File: config.mk
export PLATFORM = sky130hd
export DESIGN_NAME = wwdt_top
export DESIGN_NICKNAME = d
export VERILOG_FILES = /design/src/hw/wwdt_pkg.sv /design/src/hw/wwdt_top.sv /design/src/hw/wwdt_prescaler.sv /design/src/hw/wwdt_counter.sv
export SDC_FILE = /design/constraint.sdc
export NUM_CORES = 1
export LEC_CHECK = 0
export BUFFER_PORTS_ARGS = -buffer_cell sky130_fd_sc_hd__buf_4
export CAP_MARGIN = 20
export CORE_UTILIZATION = 57
export CTS_CLUSTER_SIZE = 12
export DETAILED_ROUTE_END_ITERATION = 8
export HOLD_SLACK_MARGIN = 0.12
export PLACE_DENSITY = 0.91
export RECOVER_POWER = 50
export SYNTH_ARGS = -nofsm -noshare
export SYNTH_HDL_FRONTEND = slang
export SYNTH_SLANG_ARGS = --single-unit
File: constraint.sdc
create_clock -name clock -period 5.35 [get_ports clock]
set_input_delay 0.8025 -clock clock [delete_from_list [all_inputs] [get_ports clock]]
set_output_delay 0.8025 -clock clock [all_outputs]
set_load 0.1 [all_outputs]
File: src/hw/wwdt_pkg.sv
// Package with register map, field layout and reset values of the watchdog.
package wwdt_pkg;

    // Register byte offsets on the register port.
    localparam logic [3:0] WWDT_OFF_CONTROL = 4'h0;
    localparam logic [3:0] WWDT_OFF_MODE    = 4'h4;
    localparam logic [3:0] WWDT_OFF_STATUS  = 4'h8;

    // Counter and prescaler sizes.
    localparam int         WWDT_CNT_W      = 12;
    localparam int         WWDT_PRE_W      = 7;
    localparam logic [6:0] WWDT_PRE_LAST   = 7'h7f;

    // Control register layout and the fixed key.
    localparam int         WWDT_KEY_LSB    = 24;
    localparam logic [7:0] WWDT_KEY_VALUE  = 8'ha5;
    localparam int         WWDT_RESTART_B  = 0;

    // Mode register field positions.
    localparam int WWDT_RELOAD_LSB   = 0;
    localparam int WWDT_FIEN_B       = 12;
    localparam int WWDT_RSTEN_B      = 13;
    localparam int WWDT_PROC_B       = 14;
    localparam int WWDT_DIS_B        = 15;
    localparam int WWDT_DELTA_LSB    = 16;
    localparam int WWDT_DBGHLT_B     = 28;
    localparam int WWDT_IDLEHLT_B    = 29;

    // Mode register reset value and status bit positions.
    localparam logic [31:0] WWDT_MODE_RESET = 32'h3fff2fff;
    localparam int          WWDT_UNF_B      = 0;
    localparam int          WWDT_ERR_B      = 1;

    // Register port request, one struct per cycle.
    typedef struct packed {
        logic [3:0]  addr;
        logic [31:0] wdata;
        logic        wr;
        logic        rd;
    } wwdt_bus_req_t;

    // Decoded mode register contents.
    typedef struct packed {
        logic                  idle_halt;
        logic                  debug_halt;
        logic [WWDT_CNT_W-1:0] restart_window_delta;
        logic                  disable_bit;
        logic                  processor_only_reset;
        logic                  fault_reset_enable;
        logic                  fault_irq_enable;
        logic [WWDT_CNT_W-1:0] reload_value;
    } wwdt_mode_t;

    // Run, halt and off (disabled) conditions seen by the core.
    typedef enum logic [2:0] {
        WWDT_RUN  = 3'b001,
        WWDT_HALT = 3'b010,
        WWDT_OFF  = 3'b100
    } wwdt_state_t;

endpackage : wwdt_pkg

File: src/hw/wwdt_top.sv
// Windowed watchdog timer: registers, window check, flags and fault output.
//
// The plain strobed port was left to the implementer.
`timescale 1ns/1ps
`default_nettype none
module wwdt_top
    import wwdt_pkg::*;
(
    input  wire logic                 clock,
    input  wire logic                 reset,
    input  wire wwdt_pkg::wwdt_bus_req_t bus_req,
    output logic [31:0]               rdata,
    input  wire logic                 slow_tick,
    input  wire logic                 debug_state,
    input  wire logic                 idle_mode,
    output logic                      fault,
    output logic                      fault_processor_only,
    output logic                      irq,
    output logic [WWDT_CNT_W-1:0]     count_value
);
    import wwdt_pkg::*;

    // Mode register as written, and its one-time write lock.
    logic [31:0]             mode_r;
    logic [31:0]             mode_nxt;
    logic                    locked_r;
    logic                    locked_nxt;
    wwdt_mode_t              mode;

    // Status flags and the fault level.
    logic                    unf_r;
    logic                    unf_nxt;
    logic                    err_r;
    logic                    err_nxt;
    logic                    fault_r;
    logic                    fault_nxt;
    logic                    proc_r;
    logic                    proc_nxt;

    // Read data register.
    logic [31:0]             rdata_r;
    logic [31:0]             rdata_nxt;

    // Run state, decoded writes and counter handshake.
    wwdt_state_t             state;
    logic                    mode_wr;
    logic                    ctrl_wr;
    logic                    key_ok;
    logic                    restart_req;
    logic                    restart_ok;
    logic                    restart_bad;
    logic                    status_rd;
    logic                    count_tick;
    logic                    underflow;
    logic                    cnt_load;
    logic [WWDT_CNT_W-1:0]   cnt_load_value;
    logic [WWDT_CNT_W-1:0]   count;

    // True when a request addresses the given register.
    function automatic logic hits(input wwdt_bus_req_t req,
                                  input logic [3:0]    off);
        hits = (req.addr == off);
    endfunction : hits

    assign mode = mode_r[WWDT_IDLEHLT_B:0];

    // Decode of the register port.
    assign mode_wr     = bus_req.wr && hits(bus_req, WWDT_OFF_MODE);
    assign ctrl_wr     = bus_req.wr && hits(bus_req, WWDT_OFF_CONTROL);
    assign status_rd   = bus_req.rd && hits(bus_req, WWDT_OFF_STATUS);
    assign key_ok      = bus_req.wdata[WWDT_KEY_LSB +: 8] == WWDT_KEY_VALUE;
    assign restart_req = ctrl_wr && key_ok
                       && bus_req.wdata[WWDT_RESTART_B];

    // The window is open while the count is at or below the delta, so a
    // delta at or above the reload value never refuses a restart.
    assign restart_ok  = restart_req
                       && (count <= mode.restart_window_delta);
    assign restart_bad = restart_req
                       && (count > mode.restart_window_delta);

    // Run state: disable wins, then the debug and idle halts.
    always_comb
    begin
        if (mode.disable_bit)
            state = WWDT_OFF;
        else if ((debug_state && mode.debug_halt)
                 || (idle_mode && mode.idle_halt))
            state = WWDT_HALT;
        else
            state = WWDT_RUN;
    end

    // Underflow is the tick that finds the counter already at zero.
    always_comb
    begin
        case (state)
            WWDT_RUN:  underflow = count_tick && (count == 12'h000);
            WWDT_HALT: underflow = 1'b0;
            WWDT_OFF:  underflow = 1'b0;
            default:   underflow = 1'b0;
        endcase
    end

    // Reload on accepted mode write, good restart or underflow; the new
    // mode value is used at once for the mode write.
    always_comb
    begin
        cnt_load       = 1'b0;
        cnt_load_value = mode.reload_value;
        if (mode_wr && !locked_r)
        begin
            cnt_load       = 1'b1;
            cnt_load_value = bus_req.wdata[WWDT_RELOAD_LSB +: WWDT_CNT_W];
        end
        else if (restart_ok || underflow)
            cnt_load = 1'b1;
    end

    wwdt_prescaler u_prescaler (
        .clock      (clock),
        .reset      (reset),
        .restart    (restart_ok || (mode_wr && !locked_r)),
        .slow_tick  (slow_tick && (state == WWDT_RUN)),
        .count_tick (count_tick)
    );

    wwdt_counter u_counter (
        .clock      (clock),
        .reset      (reset),
        .load       (cnt_load),
        .load_value (cnt_load_value),
        .decrement  (count_tick && (state == WWDT_RUN)),
        .count      (count)
    );

    // Mode register: first write after reset is kept, later ones dropped.
    always_comb
    begin
        mode_nxt   = mode_r;
        locked_nxt = locked_r;
        if (mode_wr && !locked_r)
        begin
            mode_nxt   = bus_req.wdata;
            locked_nxt = 1'b1;
        end
    end

    // Processor reset brings back the power-up mode with the lock open.
    always_ff @(posedge clock)
    begin
        if (reset)
        begin
            mode_r   <= WWDT_MODE_RESET;
            locked_r <= 1'b0;
        end
        else
        begin
            mode_r   <= mode_nxt;
            locked_r <= locked_nxt;
        end
    end

    // Flags and fault: an event in the read cycle survives the clear.
    // A refused restart faults even when the watchdog is disabled.
    always_comb
    begin
        unf_nxt   = unf_r;
        err_nxt   = err_r;
        fault_nxt = fault_r;
        proc_nxt  = proc_r;
        if (status_rd)
        begin
            unf_nxt   = 1'b0;
            err_nxt   = 1'b0;
            fault_nxt = 1'b0;
        end
        if (underflow)
        begin
            unf_nxt = 1'b1;
            if (mode.fault_reset_enable)
            begin
                fault_nxt = 1'b1;
                proc_nxt  = mode.processor_only_reset;
            end
        end
        if (restart_bad)
        begin
            err_nxt   = 1'b1;
            fault_nxt = 1'b1;
            proc_nxt  = mode.processor_only_reset;
        end
    end

    // The reset controller answers a fault with reset, which clears all.
    always_ff @(posedge clock)
    begin
        if (reset)
        begin
            unf_r   <= 1'b0;
            err_r   <= 1'b0;
            fault_r <= 1'b0;
            proc_r  <= 1'b0;
        end
        else
        begin
            unf_r   <= unf_nxt;
            err_r   <= err_nxt;
            fault_r <= fault_nxt;
            proc_r  <= proc_nxt;
        end
    end

    // Read data: control and unmapped offsets read as zero.
    always_comb
    begin
        rdata_nxt = 32'h00000000;
        if (bus_req.rd)
        begin
            if (hits(bus_req, WWDT_OFF_MODE))
                rdata_nxt = mode_r;
            else if (hits(bus_req, WWDT_OFF_STATUS))
            begin
                rdata_nxt[WWDT_UNF_B] = unf_r;
                rdata_nxt[WWDT_ERR_B] = err_r;
            end
        end
    end

    always_ff @(posedge clock)
    begin
        if (reset)
            rdata_r <= 32'h00000000;
        else
            rdata_r <= rdata_nxt;
    end

    // Outputs; the interrupt follows the flags and the enable bit.
    assign rdata                = rdata_r;
    assign fault                = fault_r;
    assign fault_processor_only = proc_r;
    assign irq = mode.fault_irq_enable && (unf_r || err_r);
    assign count_value          = count;

    mode_lock_a: assert property (@(posedge clock) disable iff (reset)
        locked_r && mode_wr |=> mode_r == $past(mode_r))
        else $error("locked mode register changed on a write");

    reset_mode_a: assert property (@(posedge clock)
        reset |=> mode_r == 32'h3fff2fff && count == 12'hfff && !fault)
        else $error("reset did not restore initial watchdog state");

    mode_reload_a: assert property (@(posedge clock) disable iff (reset)
        mode_wr && !locked_r |=>
            count == $past(bus_req.wdata[11:0]))
        else $error("accepted mode write did not reload the counter");

    restart_load_a: assert property (@(posedge clock) disable iff (reset)
        restart_ok |=> count == mode.reload_value && !$rose(err_r))
        else $error("valid restart did not reload the counter");

    bad_key_a: assert property (@(posedge clock) disable iff (reset)
        ctrl_wr && !key_ok && !underflow |=> $stable(err_r) && $stable(mode_r))
        else $error("write with a wrong key had an effect");

    window_err_a: assert property (@(posedge clock) disable iff (reset)
        restart_bad |=> err_r && fault)
        else $error("restart outside the window did not fault");

    unf_flag_a: assert property (@(posedge clock) disable iff (reset)
        underflow |=> unf_r && (fault == ($past(mode.fault_reset_enable)
                                          || $past(restart_bad)
                                          || ($past(fault_r)
                                              && !$past(status_rd)))))
        else $error("underflow did not set its flag or fault");

    irq_gate_a: assert property (@(posedge clock) disable iff (reset)
        !mode.fault_irq_enable |-> !irq)
        else $error("interrupt raised with its enable clear");

    read_clear_a: assert property (@(posedge clock) disable iff (reset)
        status_rd && !underflow && !restart_bad |=> !fault && !unf_r && !err_r)
        else $error("status read did not clear flags and fault");

    halt_stop_a: assert property (@(posedge clock) disable iff (reset)
        state != WWDT_RUN && !cnt_load |=> count == $past(count))
        else $error("counter moved while halted or disabled");

    fault_hold_a: assert property (@(posedge clock) disable iff (reset)
        fault && !status_rd |=> fault)
        else $error("fault dropped without a status read");

endmodule : wwdt_top
`default_nettype wire

File: src/hw/wwdt_prescaler.sv
// Divide-by-128 prescaler that turns slow clock ticks into counter ticks.
`timescale 1ns/1ps
`default_nettype none
module wwdt_prescaler
    import wwdt_pkg::*;
(
    input  wire logic clock,
    input  wire logic reset,
    input  wire logic restart,
    input  wire logic slow_tick,
    output logic      count_tick
);
    logic [WWDT_PRE_W-1:0] div_r;
    logic [WWDT_PRE_W-1:0] div_nxt;

    // A restart clears the divider so the next period is a full one.
    always_comb
    begin
        div_nxt = div_r;
        if (restart)
            div_nxt = '0;
        else if (slow_tick)
            div_nxt = div_r + 7'h01;
    end

    always_ff @(posedge clock)
    begin
        if (reset)
            div_r <= '0;
        else
            div_r <= div_nxt;
    end

    // One tick every 128 slow clock ticks; the tick is a strobe, not a level.
    assign count_tick = slow_tick && !restart && (div_r == WWDT_PRE_LAST);

    // The divider wraps to zero exactly on the tick.
    pre_wrap_a: assert property (@(posedge clock) disable iff (reset)
        count_tick |=> div_r == 7'h00)
        else $error("prescaler did not wrap after its tick");

endmodule : wwdt_prescaler
`default_nettype wire

File: src/hw/wwdt_counter.sv
// Twelve-bit down counter with load priority over decrement.
`timescale 1ns/1ps
`default_nettype none
module wwdt_counter
    import wwdt_pkg::*;
(
    input  wire logic                  clock,
    input  wire logic                  reset,
    input  wire logic                  load,
    input  wire logic [WWDT_CNT_W-1:0] load_value,
    input  wire logic                  decrement,
    output logic [WWDT_CNT_W-1:0]      count
);
    logic [WWDT_CNT_W-1:0] count_r;
    logic [WWDT_CNT_W-1:0] count_nxt;

    // Load wins so a restart in a tick cycle is never lost.
    always_comb
    begin
        count_nxt = count_r;
        if (load)
            count_nxt = load_value;
        else if (decrement)
            count_nxt = count_r - 12'h001;
    end

    // Reset loads the full count so the watchdog runs from power-up.
    always_ff @(posedge clock)
    begin
        if (reset)
            count_r <= 12'hfff;
        else
            count_r <= count_nxt;
    end

    assign count = count_r;

    cnt_load_a: assert property (@(posedge clock) disable iff (reset)
        load |=> count_r == $past(load_value))
        else $error("counter did not take the load value");

endmodule : wwdt_counter
`default_nettype wire

==> flow_summary.json <==
{
  "outcome": "finished, final reports clean",
  "wire_per_inst_um": 15.51,
  "grt_pass1_wl_mm": 15.32,
  "dp_slack_ns": 2.361,
  "worst_slew_pin_slew_ns": 1.170,
  "worst_path_max_delay_cell": "nor4_1",
  "hold_viol": 0,
  "antenna_cells": 0,
  "syn_nets": 479,
  "vdd_drop_max_mv": 0.2106,
  "drive_gt1_frac": 0.1732,
  "viasPerCell": 5.550,
  "dieArea_sq_um": 6916,
  "die_w_um": 83.17,
  "setup_violations": 0,
  "finClkSkew_ns": 0.01229,
  "ant_nets": 0,
  "clock_latency_ns": 0.37,
  "antenna_found_initial": 0,
  "post-place-cells": 575,
  "syn-cell-area_sq_um": 3755,
  "cts_sinks": 88,
  "powerDensity_nw_per_um2": 288.0,
  "final_cells": 591,
  "power.leakage_nw": 2.026,
  "core_area_sq_um": 6350,
  "critical_path_buf_inv_count": 1,
  "crit_arrival_ns": 3.19,
  "layout.nets": 566,
  "cp.required_ns": 5.65,
  "slew_headroom": 0.2230,
  "slowest_delay_ns": 0.86,
  "postCtsHoldBufs": 0,
  "final_cell_mix": "dfxtp_1, nand2_1, buf_4, clkbuf_1, nor2_1",
  "synth.avg_cell_area_sq_um": 8.898,
  "hpwl_mm": 6.475,
  "min_period_ns": 2.892,
  "setup_tns_ns": 0,
  "cts-root-buf": "clkbuf_8",
  "cts_setup_buffers": 0,
  "overflow": 0,
  "crit_path_max_fanout": 13,
  "drtIter0Drc": 210,
  "finalWorstSetupSlack_ns": 2.458,
  "cp-end-kind": "flop",
  "seq_area_frac_synth": 0.4692,
  "clock.fmax_ghz": 0.3457,
  "grt_max_degree": 46,
  "grt_pass1_vias": 3357,
  "cts_tree": "done",
  "synth-async-reset-ratio": 0,
  "crit_type": "flop to flop",
  "grt.total_usage": 0.2767,
  "final_common_cell": "dfxtp_1",
  "rows": 29,
  "yosys_warnings": 0,
  "hp-class": "flop to flop",
  "synth-edff-count": 0,
  "postLayoutCellArea_sq_um": 4597,
  "postSynthCellCount": 422,
  "place.port_buffers": 89,
  "cap_violations": 0,
  "cts_resized": 0,
  "drt_first_pass_iters": 4,
  "areaGrowthSynthToFinish_pct": 22.43,
  "numCtsBuffers": 9,
  "initial_utilization": 0.5913,
  "synthFlopType": "dfxtp_1",
  "synth_seq_cells": 88,
  "drc": 0,
  "io_pins": 90,
  "yosysUniqueCellTypes": 50,
  "cts.path.max_buffers": 2,
  "ctsHtreeMaxLevel": 3,
  "rsz0062_at_grt": "no",
  "slew_viol_final": 0,
  "period_share": 0.5406,
  "crit_chain": "inv_1, ha_1, nand4_1, nor4_1, o211a_1, or3_1, o32a_1",
  "cp-start-kind": "flop",
  "place.gp.congestion": 0.9444,
  "die_h_um": 83.17,
  "via_count": 3280,
  "clk_pin_slew_ns": 0.10,
  "routed_wl_mm": 9.164,
  "crit_family": "simple AND/OR/NAND/NOR gates",
  "dpl-instance-area_sq_um": 4486
}
report_power, final:
part | switching [mW] | internal (mW) | total, mW
clock network | 0.248 | 0.315 | 0.563
registers | 0.00473 | 0.662 | 0.667
logic | 0.0555 | 0.0383 | 0.0939
total | 0.309 | 1.02 | 1.32
area by class of cell:
class | instances | area (sq um)
clock buffers | 9 | 123.9
fillers | 485 | 1753
well taps | 77 | 96.34
clock inverters | 7 | 123.9
inverters | 19 | 71.32
flip-flops and latches | 88 | 1762
multi-input cells | 299 | 1861
repair buffers | 92 | 559.3
kinds of logic (layout without fill, tap and decap cells):
group                    count (synthesis)  after routing  synth area share
multiplexers                             5              5           0.01333
XOR/XNOR                                10             10           0.02333
AO/OA/AOI/OAI                           60             60            0.1093
adder cells (fa/ha/maj)                 14             14           0.04665
AND/OR/NAND/NOR                        210            210            0.3022
flip-flops                              88             88            0.4692
buffers and inverters                   35            127           0.03599
metrics by stage:
step	hold slack, ns	power, mW	utilization
2_1_floorplan	0.4268	0.7349	-
3_3_place_gp	0.4355	0.7734	0.7064
3_5_place_dp	0.4409	0.7765	0.7064
4_1_cts	0.4636	1.329	0.7454
5_1_grt	0.4838	1.370	0.7239
6_report	0.4612	1.324	0.7239
Yosys cell counts, drive strengths merged, types with 5 or more instances:
cell	number	area, sq um
a21o	5	37.54
a21oi	24	120.1
and2	31	193.9
clkbuf	13	48.80
dfxtp	88	1762
ha	14	175.2
inv	19	71.32
mux2i	5	50.05
nand2	71	274.0
nand2b	5	31.28
nand3	15	80.08
nand3b	21	157.7
nand4	5	31.28
nor2	30	115.1
nor4	7	73.82
o21ai	5	25.02
o22a	5	43.79
xnor2	8	70.07
final timing paths:
check                                 from                 end  slack [ns]  cells past startpoint
worst min register to register   mode_r[7]            rdata[7]        0.46                      1
worst max-delay path            mode_r[27]  u_counter.count[0]        2.46                      7
worst max register to register  mode_r[27]  u_counter.count[0]        2.46                      7
worst min-delay path             mode_r[7]            rdata[7]        0.46                      1
sequential cells by signal (all words and copies together) (netlist names):
signal	flops
err_r	1
unf_r	1
locked_r	1
u_prescaler.div_r	7
u_counter.count	12
fault_processor_only	1
mode_r	32
rdata	32
fault	1
worst register-to-register path, delay by kind of cell (launching register included):
family                     cells  cell delay (ns)
adders and majority gates      1             0.31
and+or+nand+nor                3             1.47
AOI/OAI and AO/OA              2             0.61
DFF                            1             0.37
buffers and inverters          1             0.07
per-layer routing:
| layer | track usage | share of wire | vias to the layer above |
|---|---|---|---|
| li1 | - | - | 1607 |
| met3 | 0.07455 | 0.070 | 16 |
| met2 | 0.4806 | 0.49 | 125 |
| met5 | 0 | 0 | - |
| met4 | 0.1207 | 0.023 | 0 |
| met1 | 0.3185 | 0.41 | 1532 |
No activity file was read; power rests on OpenSTA's default activity.
